==> src/pbw_pkg.sv <==
package pbw_pkg;

    // ****************************************************************
    // Power states
    // ****************************************************************
    typedef enum logic [2:0] {
        PBW_S0 = 3'b000,
        PBW_S3 = 3'b001,
        PBW_S4 = 3'b010,
        PBW_S5 = 3'b011
    } pbw_state_t;

    // ****************************************************************
    // Timing
    // ****************************************************************
    localparam int unsigned CLK_HZ        = 10_000_000;
    localparam int unsigned SHORT_PRESS_S = 4;
    localparam int unsigned LONG_PRESS_S  = 6;
    localparam int unsigned DEBOUNCE_MS   = 20;
    localparam int unsigned SHORT_CYC     = SHORT_PRESS_S * CLK_HZ;
    localparam int unsigned LONG_CYC      = LONG_PRESS_S * CLK_HZ;
    localparam int unsigned DEB_CYC       = DEBOUNCE_MS * (CLK_HZ / 1000);
    localparam int unsigned CNT_W         = 26;

    // ****************************************************************
    // Wake sources
    // ****************************************************************
    localparam int unsigned SRC_N     = 6;
    localparam int unsigned SRC_RTC   = 0;
    localparam int unsigned SRC_NET   = 1;
    localparam int unsigned SRC_USB   = 2;
    localparam int unsigned SRC_PCIE  = 3;
    localparam int unsigned SRC_IR    = 4;
    localparam int unsigned SRC_RADIO = 5;
    localparam logic [5:0] DEEP_MASK  = 6'h14;
    localparam logic [5:0] ACL_MASK   = 6'h14;
    localparam logic [5:0] OPT_MASK   = 6'h04;
    localparam logic [5:0] NET_MASK   = 6'h02;
    localparam logic [5:0] NEVER_MASK = 6'h20;
    localparam logic [5:0] DISP_MASK  = 6'h0B;

    // ****************************************************************
    // Register map
    // ****************************************************************
    localparam logic [7:0] REG_CTRL  = 8'h00;
    localparam logic [7:0] REG_CMD   = 8'h04;
    localparam logic [7:0] REG_WEN   = 8'h08;
    localparam logic [7:0] REG_STATE = 8'h0C;
    localparam logic [7:0] REG_ISTAT = 8'h10;
    localparam logic [7:0] REG_IMASK = 8'h14;
    localparam int unsigned CTRL_DEEP = 0;
    localparam int unsigned CTRL_USB45 = 1;
    localparam int unsigned CTRL_DISP = 2;
    localparam int unsigned IRQ_N     = 3;
    localparam int unsigned IRQ_SLEEP = 0;
    localparam int unsigned IRQ_FORCE = 1;
    localparam int unsigned IRQ_WAKE  = 2;
    localparam logic [5:0] WEN_RST    = 6'h1F;

endpackage : pbw_pkg

==> src/pbw_press_timer.sv <==
`timescale 1ns/1ps
module pbw_press_timer #(
    parameter int unsigned DEB  = pbw_pkg::DEB_CYC,
    parameter int unsigned SHRT = pbw_pkg::SHORT_CYC,
    parameter int unsigned LNG  = pbw_pkg::LONG_CYC
) (
    input  wire logic i_ref_clk,
    input  wire logic i_srst,
    input  wire logic i_sw_n,
    output logic      o_short,
    output logic      o_long
);
    import pbw_pkg::*;

    logic             s1_r;
    logic             s2_r;
    logic             stable_r;
    logic [CNT_W-1:0] deb_r;
    logic [CNT_W-1:0] hold_r;

    always_ff @(posedge i_ref_clk) begin
        if (i_srst) begin
            s1_r <= 1'b0;
            s2_r <= 1'b0;
        end else begin
            s1_r <= ~i_sw_n;
            s2_r <= s1_r;
        end
    end

    // ****************************************************************
    // Debounce: the level must hold for DEB cycles to be believed.
    // ****************************************************************
    always_ff @(posedge i_ref_clk) begin
        if (i_srst) begin
            deb_r    <= '0;
            stable_r <= 1'b0;
        end else if (s2_r == stable_r) begin
            deb_r <= '0;
        end else if (deb_r >= CNT_W'(DEB - 1)) begin
            deb_r    <= '0;
            stable_r <= s2_r;
        end else begin
            deb_r <= deb_r + 1'b1;
        end
    end

    // ****************************************************************
    // Hold timer, saturating at the long threshold.
    // ****************************************************************
    always_ff @(posedge i_ref_clk) begin
        if (i_srst) begin
            hold_r  <= '0;
            o_short <= 1'b0;
            o_long  <= 1'b0;
        end else begin
            o_long  <= stable_r && hold_r == CNT_W'(LNG - 1);
            // A release between the thresholds yields no pulse.
            o_short <= !stable_r && hold_r != '0
                       && hold_r < CNT_W'(SHRT);
            if (!stable_r) begin
                hold_r <= '0;
            end else if (hold_r < CNT_W'(LNG)) begin
                hold_r <= hold_r + 1'b1;
            end
        end
    end

endmodule : pbw_press_timer

==> src/pbw_wake_qual.sv <==
`timescale 1ns/1ps
module pbw_wake_qual (
    input  wire logic                [5:0] i_req,
    input  wire logic                [5:0] i_en,
    input  wire pbw_pkg::pbw_state_t       i_state,
    input  wire logic                      i_deep,
    input  wire logic                      i_usb45,
    input  wire logic                      i_ac_loss,
    output logic                     [5:0] o_src
);
    import pbw_pkg::*;

    logic sleeping;
    logic s45;
    logic s5;

    assign sleeping = i_state != PBW_S0;
    assign s45      = i_state == PBW_S4 || i_state == PBW_S5;
    assign s5       = i_state == PBW_S5;

    for (genvar i = 0; i < SRC_N; i++) begin : g_src
        assign o_src[i] = i_req[i] && i_en[i] && sleeping
            && !NEVER_MASK[i]
            && !(DEEP_MASK[i] && i_deep && s45)
            && !(ACL_MASK[i] && i_ac_loss)
            && !(OPT_MASK[i] && s45 && !i_usb45)
            && !(NET_MASK[i] && s5 && i_ac_loss && i_deep);
    end

endmodule : pbw_wake_qual

==> src/pbw_top.sv <==
// How it works
// - Short press powers on, wakes, or signals the OS for sleep.
// - Hold over six seconds forces soft-off from working or sleeping.
// - In S4 processor off and devices in D3 except wake logic.
// - Leaving S5 gives a cold boot pulse, never a resume.
// - Alarm wakes from S3, S4, S5; display sleeps after S3 wake.
// - Network wake from S5 after mains loss needs deep standby off.
// - Deep standby blocks serial-bus and infrared wake from S4 and S5.
// - Serial-bus wake from S3 always; S4 and S5 need firmware option.
// - PCIe wake pin wakes from S3, S4, S5; display sleeps after S3.
// - Infrared wakes from S3, S4, S5 within deep and AC-loss limits.
// - Wireless radio events never wake the system.
// - Serial-bus and infrared wake ignored right after mains return.
// - Software can command soft-off without any press.
// - Network magic frame request powers the system up.
`timescale 1ns/1ps
module pbw_top #(
    parameter int unsigned DEB  = pbw_pkg::DEB_CYC,
    parameter int unsigned SHRT = pbw_pkg::SHORT_CYC,
    parameter int unsigned LNG  = pbw_pkg::LONG_CYC
) (
    input  wire logic                i_ref_clk,
    input  wire logic                i_srst,
    input  wire logic                i_pwr_sw_n,
    input  wire logic                i_rtc_alarm,
    input  wire logic                i_network_wake,
    input  wire logic                i_usb_wake,
    input  wire logic                i_pcie_wake_n,
    input  wire logic                i_infrared_remote_receiver,
    input  wire logic                i_radio_event,
    input  wire logic                psel,
    input  wire logic                penable,
    input  wire logic                pwrite,
    input  wire logic         [31:0] paddr,
    input  wire logic         [31:0] pwdata,
    output logic              [31:0] prdata,
    output logic                     pready,
    output logic                     pslverr,
    output pbw_pkg::pbw_state_t      o_state,
    output logic                     o_cpu_pwr_en,
    output logic                     o_mem_pwr_en,
    output logic                     o_dev_d3,
    output logic                     o_cold_boot,
    output logic                     o_resume,
    output logic                     o_sleep_req,
    output logic                     o_display_sleep,
    output logic                     o_irq
);
    import pbw_pkg::*;

    pbw_state_t   state_r;
    pbw_state_t   state_nxt;
    logic         sh_press;
    logic         lg_press;
    logic   [5:0] pin_s1_r;
    logic   [5:0] pin_s2_r;
    logic   [5:0] wake_req;
    logic   [5:0] wake_src;
    logic         wake_any;
    logic   [2:0] ctrl_r;
    logic   [5:0] wen_r;
    logic   [2:0] istat_r;
    logic   [2:0] imask_r;
    logic   [2:0] irq_ev;
    logic         ac_loss_r;
    logic         wr_acc;
    logic         rd_acc;
    logic   [7:0] adr;
    logic         adr_ok;
    logic         cmd_vld;
    pbw_state_t   cmd_tgt;

    // ****************************************************************
    // Switch timing and wake qualification
    // ****************************************************************
    pbw_press_timer #(.DEB(DEB), .SHRT(SHRT), .LNG(LNG)) u_press (
        .i_ref_clk (i_ref_clk),
        .i_srst    (i_srst),
        .i_sw_n    (i_pwr_sw_n),
        .o_short   (sh_press),
        .o_long    (lg_press)
    );

    always_ff @(posedge i_ref_clk) begin
        if (i_srst) begin
            pin_s1_r <= 6'h08;
            pin_s2_r <= 6'h08;
        end else begin
            pin_s1_r <= {i_radio_event, i_infrared_remote_receiver,
                         i_pcie_wake_n, i_usb_wake, i_network_wake,
                         i_rtc_alarm};
            pin_s2_r <= pin_s1_r;
        end
    end

    // The PCIe wake pin is active low; flip it after the synchroniser.
    assign wake_req = pin_s2_r ^ 6'h08;

    pbw_wake_qual u_wake (
        .i_req     (wake_req),
        .i_en      (wen_r),
        .i_state   (state_r),
        .i_deep    (ctrl_r[CTRL_DEEP]),
        .i_usb45   (ctrl_r[CTRL_USB45]),
        .i_ac_loss (ac_loss_r),
        .o_src     (wake_src)
    );
    assign wake_any = |wake_src;

    // ****************************************************************
    // APB slave
    // ****************************************************************
    assign adr    = paddr[7:0];
    assign adr_ok = paddr[31:8] == '0 && (adr == REG_CTRL
                    || adr == REG_CMD || adr == REG_WEN
                    || adr == REG_STATE || adr == REG_ISTAT
                    || adr == REG_IMASK);
    assign pready = psel && penable;
    assign wr_acc = pready && pwrite && adr_ok;
    assign rd_acc = pready && !pwrite && adr_ok;
    assign cmd_vld = wr_acc && adr == REG_CMD && pwdata[1:0] != 2'b00;
    assign cmd_tgt = pbw_state_t'({1'b0, pwdata[1:0]});

    always_ff @(posedge i_ref_clk) begin
        if (i_srst) begin
            prdata  <= '0;
            pslverr <= 1'b0;
        end else if (psel && !penable) begin
            pslverr <= !adr_ok;
            if (adr == REG_CTRL) begin
                prdata <= {30'h0, ctrl_r[1:0]};
            end else if (adr == REG_WEN) begin
                prdata <= {26'h0, wen_r};
            end else if (adr == REG_STATE) begin
                prdata <= {26'h0, o_display_sleep, ac_loss_r, 1'b0,
                           state_r};
            end else if (adr == REG_ISTAT) begin
                prdata <= {29'h0, istat_r};
            end else if (adr == REG_IMASK) begin
                prdata <= {29'h0, imask_r};
            end else begin
                prdata <= '0;
            end
        end
    end

    always_ff @(posedge i_ref_clk) begin
        if (i_srst) begin
            ctrl_r  <= '0;
            wen_r   <= WEN_RST;
            imask_r <= '0;
        end else if (wr_acc) begin
            if (adr == REG_CTRL) begin
                ctrl_r <= pwdata[2:0];
            end else if (adr == REG_WEN) begin
                wen_r <= pwdata[5:0];
            end else if (adr == REG_IMASK) begin
                imask_r <= pwdata[2:0];
            end
        end else begin
            ctrl_r[CTRL_DISP] <= 1'b0;
        end
    end

    // ****************************************************************
    // Interrupts: an event in the clearing read cycle is kept.
    // ****************************************************************
    assign irq_ev[IRQ_SLEEP] = o_sleep_req;
    assign irq_ev[IRQ_FORCE] = lg_press && state_r != PBW_S5;
    assign irq_ev[IRQ_WAKE]  = state_r != PBW_S0 && state_nxt == PBW_S0;

    always_ff @(posedge i_ref_clk) begin
        if (i_srst) begin
            istat_r <= '0;
        end else begin
            istat_r <= (rd_acc && adr == REG_ISTAT ? 3'h0 : istat_r)
                       | irq_ev;
        end
    end
    assign o_irq = |(istat_r & imask_r);

    // ****************************************************************
    // Power state machine
    // ****************************************************************
    always_comb begin
        state_nxt = state_r;
        case (state_r)
            PBW_S0: begin
                if (lg_press) begin
                    state_nxt = PBW_S5;
                end else if (cmd_vld) begin
                    state_nxt = cmd_tgt;
                end
            end
            PBW_S3, PBW_S4: begin
                if (lg_press) begin
                    state_nxt = PBW_S5;
                end else if (sh_press || wake_any) begin
                    state_nxt = PBW_S0;
                end
            end
            PBW_S5: begin
                if (sh_press || wake_any) begin
                    state_nxt = PBW_S0;
                end
            end
            default: begin
                state_nxt = PBW_S5;
            end
        endcase
    end

    always_ff @(posedge i_ref_clk) begin
        if (i_srst) begin
            state_r     <= PBW_S5;
            o_cold_boot <= 1'b0;
            o_resume    <= 1'b0;
            o_sleep_req <= 1'b0;
        end else begin
            state_r     <= state_nxt;
            o_cold_boot <= state_r == PBW_S5
                           && state_nxt == PBW_S0;
            o_resume    <= (state_r == PBW_S3 || state_r == PBW_S4)
                           && state_nxt == PBW_S0;
            // The OS decides whether a short press means sleep or off.
            o_sleep_req <= state_r == PBW_S0 && sh_press
                           && !lg_press;
        end
    end

    // Mains has just returned until the first full power-on.
    always_ff @(posedge i_ref_clk) begin
        if (i_srst) begin
            ac_loss_r <= 1'b1;
        end else if (state_r == PBW_S0) begin
            ac_loss_r <= 1'b0;
        end
    end

    always_ff @(posedge i_ref_clk) begin
        if (i_srst) begin
            o_display_sleep <= 1'b0;
        end else if (state_r == PBW_S3 && state_nxt == PBW_S0
                     && !sh_press && (wake_src & DISP_MASK) != '0) begin
            o_display_sleep <= 1'b1;
        end else if (ctrl_r[CTRL_DISP] || sh_press
                     || state_r != PBW_S0) begin
            o_display_sleep <= 1'b0;
        end
    end

    assign o_state      = state_r;
    assign o_cpu_pwr_en = state_r == PBW_S0;
    assign o_mem_pwr_en = state_r == PBW_S0
                          || state_r == PBW_S3;
    assign o_dev_d3     = state_r != PBW_S0;
endmodule : pbw_top

==> config.mk <==
export PLATFORM = sky130hd
export DESIGN_NAME = pbw_top
export DESIGN_NICKNAME = d
export VERILOG_FILES = /design/src/pbw_pkg.sv /design/src/pbw_press_timer.sv /design/src/pbw_wake_qual.sv /design/src/pbw_top.sv
export SDC_FILE = /design/constraint.sdc
export NUM_CORES = 1
export LEC_CHECK = 0
export BUFFER_PORTS_ARGS = -buffer_cell sky130_fd_sc_hd__buf_2
export CORE_AREA = 8 8 113 115
export DETAILED_ROUTE_END_ITERATION = 7
export DIE_AREA = 0 0 121 123
export GPL_ROUTABILITY_DRIVEN = 0
export GPL_TIMING_DRIVEN = 0
export PLACE_DENSITY = 0.68
export SETUP_SLACK_MARGIN = 0.1
export SLEW_MARGIN = 20
export SYNTH_ARGS = -nofsm -noshare
export SYNTH_HDL_FRONTEND = slang
export SYNTH_SLANG_ARGS = --single-unit
==> constraint.sdc <==
create_clock -name i_ref_clk -period 2.2 [get_ports i_ref_clk]
set_clock_uncertainty 0.2 [all_clocks]
set_input_delay 0 -clock i_ref_clk [delete_from_list [all_inputs] [get_ports i_ref_clk]]
set_output_delay 0 -clock i_ref_clk [all_outputs]
set_load 0.05 [all_outputs]
; Word level (Yosys, flattened, before mapping)
; Index checks and enable logic that the tools add are counted.
[word_totals]
word_cells = 143
in_bits = 76
ff_bits = 123
[classes]
n_mux = 13
order_cmp = 3
n_bitwise = 9
n_reduce_logical = 83
n_eq_ne = 11
addsub = 2
[op_table]
columns = operator, count
row1 = $add 26x1->26 const B, 2
row2 = $lt 26x26->1 const B, 2
row3 = $logic_and 1x1->1, 42
row4 = $eq 26x26->1 const B, 1
row5 = $ge 26x18->1 const B, 1
row6 = $reduce_bool 26->1, 1
row7 = $logic_not 24->1, 1
row8 = $mux 3, 7
row9 = $mux 6, 3
row10 = $eq 8x4->1 const B, 2
row11 = $eq 8x5->1 const B, 2
row12 = $logic_not 1->1, 11
row13 = $logic_or 1x1->1, 11
row14 = $pmux 3 s3, 1
row15 = $eq 8x3->1 const B, 1
row16 = $logic_not 8->1, 1
row17 = $not 1->1, 7
row18 = $eq 3x2->1 const B, 2
row19 = $logic_not 3->1, 2
row20 = $reduce_bool 6->1, 1
row21 = $reduce_or 2->1, 3
row22 = $reduce_or 3->1, 2
row23 = $reduce_or 5->1, 1
row24 = $reduce_and 2->1, 2
row25 = other kinds (10), 12

; Logic depth before layout (Yosys ltp)
[depth]
ltp_word = 18
depth_mapped = 8
depth_no_buf = 6

; By module
; A second synthesis with hierarchy kept.
[hier_totals]
hier_cells = 569
area_unflattened_um2 = 4890.9
[by_module_without_submodules]
columns = module, instances, cells_per_inst, seq_area_each_um2, area_per_inst_um2
row1 = pbw_press_timer, 1, 319, 1141.1, 2700.1
row2 = pbw_top, 1, 235, 840.8, 2097.0
row3 = pbw_wake_qual, 1, 15, 0.0, 93.8

; Worst setup path before layout
; OpenSTA, ideal clock, no wires.
[synth_timing]
kind = register -> register
from = reg state_r[1] (netlist: o_state[1])
to = reg o_display_sleep
arrival_time_ns = 2.411
setup_ns = 0.128
t_required_ns = 1.872
stages_incl_launch_ff = 8
period_less_slack_ns = 2.739
setup_slack_ns = -0.539
cell_sequence = dfxtp_1 > buf_2 > or3b_2 > a32o_1 > a2111oi_2 > o21a_1 > a2bb2oi_1 > o31ai_1
[synth_between]
elab_chain_cells = 17
elab_cells_between_ends = 40
cone_classes = 3 x eq/ne / 6 x mux / 31 x reduce/logical
[synth_lines]
columns = element, line_no
row1 = "start, declared", pbw_top.sv:51  ; pbw_state_t state_r;
row2 = "start signal, assigned", pbw_top.sv:220  ; state_r <= state_nxt;
row3 = "$eq 3x2->1, on equally long branches", "pbw_wake_qual.sv:18, pbw_top.sv:187, pbw_wake_qual.sv:19"
row4 = $logic_or 1x1->1, pbw_wake_qual.sv:18  ; assign s45 = i_state == PBW_S4 || i_state == PBW_S5;
row5 = $logic_and 1x1->1, pbw_wake_qual.sv:24  ; && !(DEEP_MASK[i] && i_deep && s45)
row6 = $logic_not 1->1, pbw_wake_qual.sv:24
row7 = $logic_and 1x1->1, pbw_wake_qual.sv:24
row8 = $logic_and 1x1->1, pbw_wake_qual.sv:25  ; && !(ACL_MASK[i] && i_ac_loss)
row9 = $logic_and 1x1->1, pbw_wake_qual.sv:26  ; && !(OPT_MASK[i] && s45 && !i_usb45)
row10 = $reduce_or 5->1, pbw_top.sv:108  ; assign wake_any = |wake_src;
row11 = $logic_or 1x1->1, "pbw_top.sv:198, pbw_top.sv:203"
row12 = $mux 3, "pbw_top.sv:198, pbw_top.sv:203"
row13 = $mux 3, pbw_top.sv:196  ; if (lg_press) begin
row14 = $pmux 3 s3, pbw_top.sv:187  ; case (state_r)
row15 = $logic_not 3->1, pbw_top.sv:243  ; end else if (state_r == PBW_S3 && state_nxt == PBW_S0
row16 = $logic_and 1x1->1, pbw_top.sv:243
row17 = $logic_and 1x1->1 (2 in a row), pbw_top.sv:244  ; && !sh_press && (wake_src & DISP_MASK) != '0) begin
row18 = $mux 1 / $reduce_bool 2->1 (equally long branches), n/a
row19 = "end signal, assigned", pbw_top.sv:242  ; o_display_sleep <= 1'b0;
row20 = "end signal, assigned", pbw_top.sv:245  ; o_display_sleep <= 1'b1;
row21 = "end signal, assigned", pbw_top.sv:248  ; o_display_sleep <= 1'b0;
row22 = "end, declared", pbw_top.sv:46  ; output logic o_display_sleep,
; Parallel ways exist; a longest one is shown, timed or not.
; A chain may end at the register's enable or synchronous reset.

; Worst setup path in the final report
[layout_timing]
from = reg state_r[1] (netlist: o_state[1])
to = reg istat_r[2]
[layout_between]
elab_chain_cells = 15
elab_cells_between_ends = 35
cone_classes = 3 x eq/ne / 5 x mux / 1 x bitwise / 26 x reduce/logical
[layout_lines]
columns = element, line_no
row1 = "$eq 3x2->1, on equally long branches", "pbw_wake_qual.sv:18, pbw_top.sv:187, pbw_wake_qual.sv:19"
row2 = $logic_or 1x1->1, pbw_wake_qual.sv:18
row3 = $logic_and 1x1->1, pbw_wake_qual.sv:24
row4 = $logic_not 1->1, pbw_wake_qual.sv:24
row5 = $logic_and 1x1->1, pbw_wake_qual.sv:24
row6 = $logic_and 1x1->1, pbw_wake_qual.sv:25
row7 = $logic_and 1x1->1, pbw_wake_qual.sv:26
row8 = $reduce_or 5->1, pbw_top.sv:108
row9 = $logic_or 1x1->1, "pbw_top.sv:198, pbw_top.sv:203"
row10 = $mux 3, "pbw_top.sv:198, pbw_top.sv:203"
row11 = $mux 3, pbw_top.sv:196
row12 = $pmux 3 s3, pbw_top.sv:187
row13 = $logic_not 3->1, pbw_top.sv:170  ; assign irq_ev[IRQ_WAKE] = state_r != PBW_S0 && state_nxt == PBW_S0;
row14 = $logic_and 1x1->1 (*), pbw_top.sv:170
row15 = $or 3x3->3 (*), pbw_top.sv:177  ; | irq_ev;
row16 = "end signal, assigned", pbw_top.sv:176  ; istat_r <= (rd_acc && adr == REG_ISTAT ? 3'h0 : istat_r)
row17 = "end, declared", pbw_top.sv:62  ; logic [2:0] istat_r;
; Every way passes the cells marked *; elsewhere a longest branch is shown, timed or not.

==> impl_results.md <==
- PD cells: 588 nW/um^2
- Complex-gate fraction of the synthesized area: 13.1%
- Via count: 4,360
- DP Area: 5230 sq um
- Largest net degree at the start of global routing: 23
- First-pass GRT wire length: 19,200 um
- Post-Syn Area per Cell: 8.73 sq um
- RSZ-0062 raised after global routing: true
- Syn Inst Count: 517
- Final Cycle Share: 107%
- Synth cell count leaders: 97 x dfxtp_1, 68 x nor2_1, 26 x buf_4, 26 x nand2_1, 24 x nand3_1
- Setup crit end kind: flop
- Final nets: 758
- Core Rows: 39
- DRC Markers: 0
- Pint: 2.76 mW
- Area contributors post-synth: dfxtp_1 43%, nor2_1 5.7%, buf_4 4.3%
- Reg clk slew, reported paths: 0.08 ns
- P&R area growth vs syn: 44.5%
- Sequential share of the synthesized area: 43.0%
- NetSw: 1.07 mW
- Endpoints failing setup: 6
- Fill cells: 899
- Layout cells sized above 1: 33.5%
- R2r startpoint: o_state[1]
- Status: finished, violations left
- Post-DP HPWL: 8400 um
- Routed length per instance: 16.1 um
- H-tree levels: 3
- Relative slew slack: 56.0%
- Setup WS pre-CTS: -0.274 ns
- Min Hold Slack: -0.0462 ns
- Initial drt markers: 381
- Multiplexer share of the synthesized area: 3.80%
- Post-synthesis cell area: 4510 sq um
- Final WS setup: -0.145 ns
- Post-route insts no fill: 827
- Initial antenna violation count: 0
- Clock Latency Late Sink: 0.35 ns
- Yosys cell types: 64
- Hold depth: 6
- Clock share of power: 43.1%
- Die width: 121 um
- Synth Register Bits: 97
- R2r setup slk: -0.14 ns
- CTS sink cnt: 97
- Register area: 1990 sq um
- Simple logic cell fraction of the synthesized area: 25.2%
- Capture point of the worst reg-to-reg path: istat_r[2]
- Required @ worst endpoint: 2.22 ns
- Die Span Y: 123 um
- Root Buffer: clkbuf_16
- Clock Path Buffers: 2
- Area occupied by multi-input gates: 2720 sq um
- GRT Residual Overflow: 0
- Critical Path AT: 2.36 ns
- Core box area: 11,100 sq um
- Total CTS buffers: 9
- Slew @ Worst Pin: 0.659 ns
- # hold bufs at CTS: 26
- Yosys warnings: 0
- Min Clock Period, post-route: 2.34 ns
- Routed wire length: 13,300 um
- Dpl cells: 760
- Diode count: 0
- Critical Path Source: o_state[1]
- Combinational share of power: 10.3%
- Failing checks: hold timing, setup timing
- Starting Density: 40.7%
- Worst r2r path cells: 7
- Leak: 2.57 nW
- Final Max Slew Viols: 0
- Power share of the sequential group: 46.5%
- Adder-cell share of the synthesized area: 0.832%
- Crit Path Category: flop to flop
- FFs w/ async S/R, synth: 0%
- Hold Fails Final Rpt: 1
- Ys flop type: dfxtp_1
- Share of the synthesized area in the top cell type: 43.0%
- Count leader, synth: dfxtp_1
- Worst min path class: primary input to flop
- Vias per cell: 5.27
- Antenna-violating nets left: 0
- Max cap viols: 0
- Fmax achieved: 426 MHz
- Top Ports: 121
- Die ar.: 14,900 sq um
- Design area: 6520 sq um
- GRT Total Usage: 15.6%
- PortBufs: 66
- Number of enable flip-flop cells after synthesis: 0
- Largest family of logic cells by synthesized area: simple AND/OR/NAND/NOR gates
- VDD IR max: 0.413 mV
- Net Sw Frac: 27.9%
- CTS tree: done
- Synth area leader: dfxtp_1
- Xor/xnor share of the synthesized area: 5.63%
- Initial DRT Pass Iterations: 6
- Crit path launch type: flop
- Vias in the first global route: 4,052
- Largest fanout on the critical path: 5
- Critical Path Sink: istat_r[2]
## what timing repair did
item                                    CTS  global route
endpoints found under the hold margin    29             1
pin swaps                                19            45
endpoints found under the setup margin   51            56
gates cloned                              1             2
resized for setup                        44            92
buffers inserted                         15             8
## routing by layer
| layer | share of wire [%] | global-route usage, % |
|---|---|---|
| met5 | 0 | 0 |
| met4 | 1.6 | 5.70 |
| met3 | 8.2 | 4.29 |
| met2 | 50 | 27.8 |
| met1 | 40 | 17.5 |
## power by group through the flow
stage / registers, mW / clock network [mW] / logic (mW)
finish: 1.78 / 1.65 / 0.396
global route: 1.79 / 1.76 / 0.418
CTS: 1.79 / 1.68 / 0.385
detailed placement: 1.83 / 0 / 0.346
global placement: 1.83 / 0 / 0.343
floorplan: 1.85 / 0 / 0.238
## cell usage in the layout (no fill, tap or decap), drive strengths merged, types with 18 or more instances in the layout
master,synthesis,final
buf,34,127
clkbuf,18,25
conb,1,35
dfxtp,97,97
dlygate4sd3,0,26
inv,19,24
nand2,26,26
nand3,24,24
nor2,69,69
nor4,18,18
xor2,22,22
## area by class of cell
| cell class | instances | area share, % |
|---|---|---|
| tap | 143 | 2.74 |
| buffer | 51 | 5.70 |
| clock inverter | 7 | 1.52 |
| clock buffer | 9 | 3.45 |
| inverter | 19 | 1.09 |
| timing repair buffer | 118 | 13.3 |
| multi-input combinational | 383 | 41.6 |
| sequential | 97 | 30.6 |
## critical path, stage by stage (launching register included)
cell	delay (ns)
dfxtp_4	0.35
buf_6	0.09
or3b_4	0.37
a32o_2	0.30
a2111oi_4	0.35
a22oi_1	0.13
a22oi_2	0.30
o31ai_1	0.13
## registers in the layout, indices dropped and copies added, names as in the netlist
signal / count
ctrl_r: 3
o_resume: 1
istat_r: 3
o_sleep_req: 1
u_press.hold_r: 26
u_press.o_long: 1
o_state: 3
o_cold_boot: 1
ac_loss_r: 1
pin_s1_r: 5
o_display_sleep: 1
u_press.deb_r: 26
pslverr: 1
u_press.stable_r: 1
prdata: 6
imask_r: 3
pin_s2_r: 5
u_press.s2_r: 1
wen_r: 6
u_press.s1_r: 1
u_press.o_short: 1
## through the flow
| stage | power, mW | TNS (ns) | utilization, % |
|---|---|---|---|
| after CTS | 3.85 | -0.567 | 54.8 |
| after detailed placement | 2.18 | -3.93 | 47.2 |
| after global routing | 3.96 | -1.26 | 58.9 |
| final | 3.83 | -0.595 | 58.9 |
| after floorplan | 2.09 | -0.636 | - |
| after global placement | 2.17 | -2.76 | 47.2 |
## logic make-up (layout without fill, tap and decap cells)
| family | count (synthesis) | in the layout |
|---|---|---|
| fa+ha+maj | 3 | 3 |
| other cells | 1 | 35 |
| buf+inv | 71 | 204 |
| simple gates | 218 | 218 |
| flops | 97 | 97 |
| xor+xnor | 29 | 29 |
| mux | 17 | 17 |
| compound gates | 81 | 81 |
## how the worst min path moves through the flow
stage | start | end | slack (ns)
after floorplan | i_pwr_sw_n | u_press.s1_r | -0.13
after global placement | i_pwr_sw_n | u_press.s1_r | -0.03
after detailed placement | i_pwr_sw_n | u_press.s1_r | -0.03
after CTS | paddr[15] | ctrl_r[2] | -0.03
after global routing | paddr[15] | ctrl_r[2] | 0.002
final | paddr[15] | ctrl_r[2] | -0.05
No activity file was read; power rests on OpenSTA's default activity.
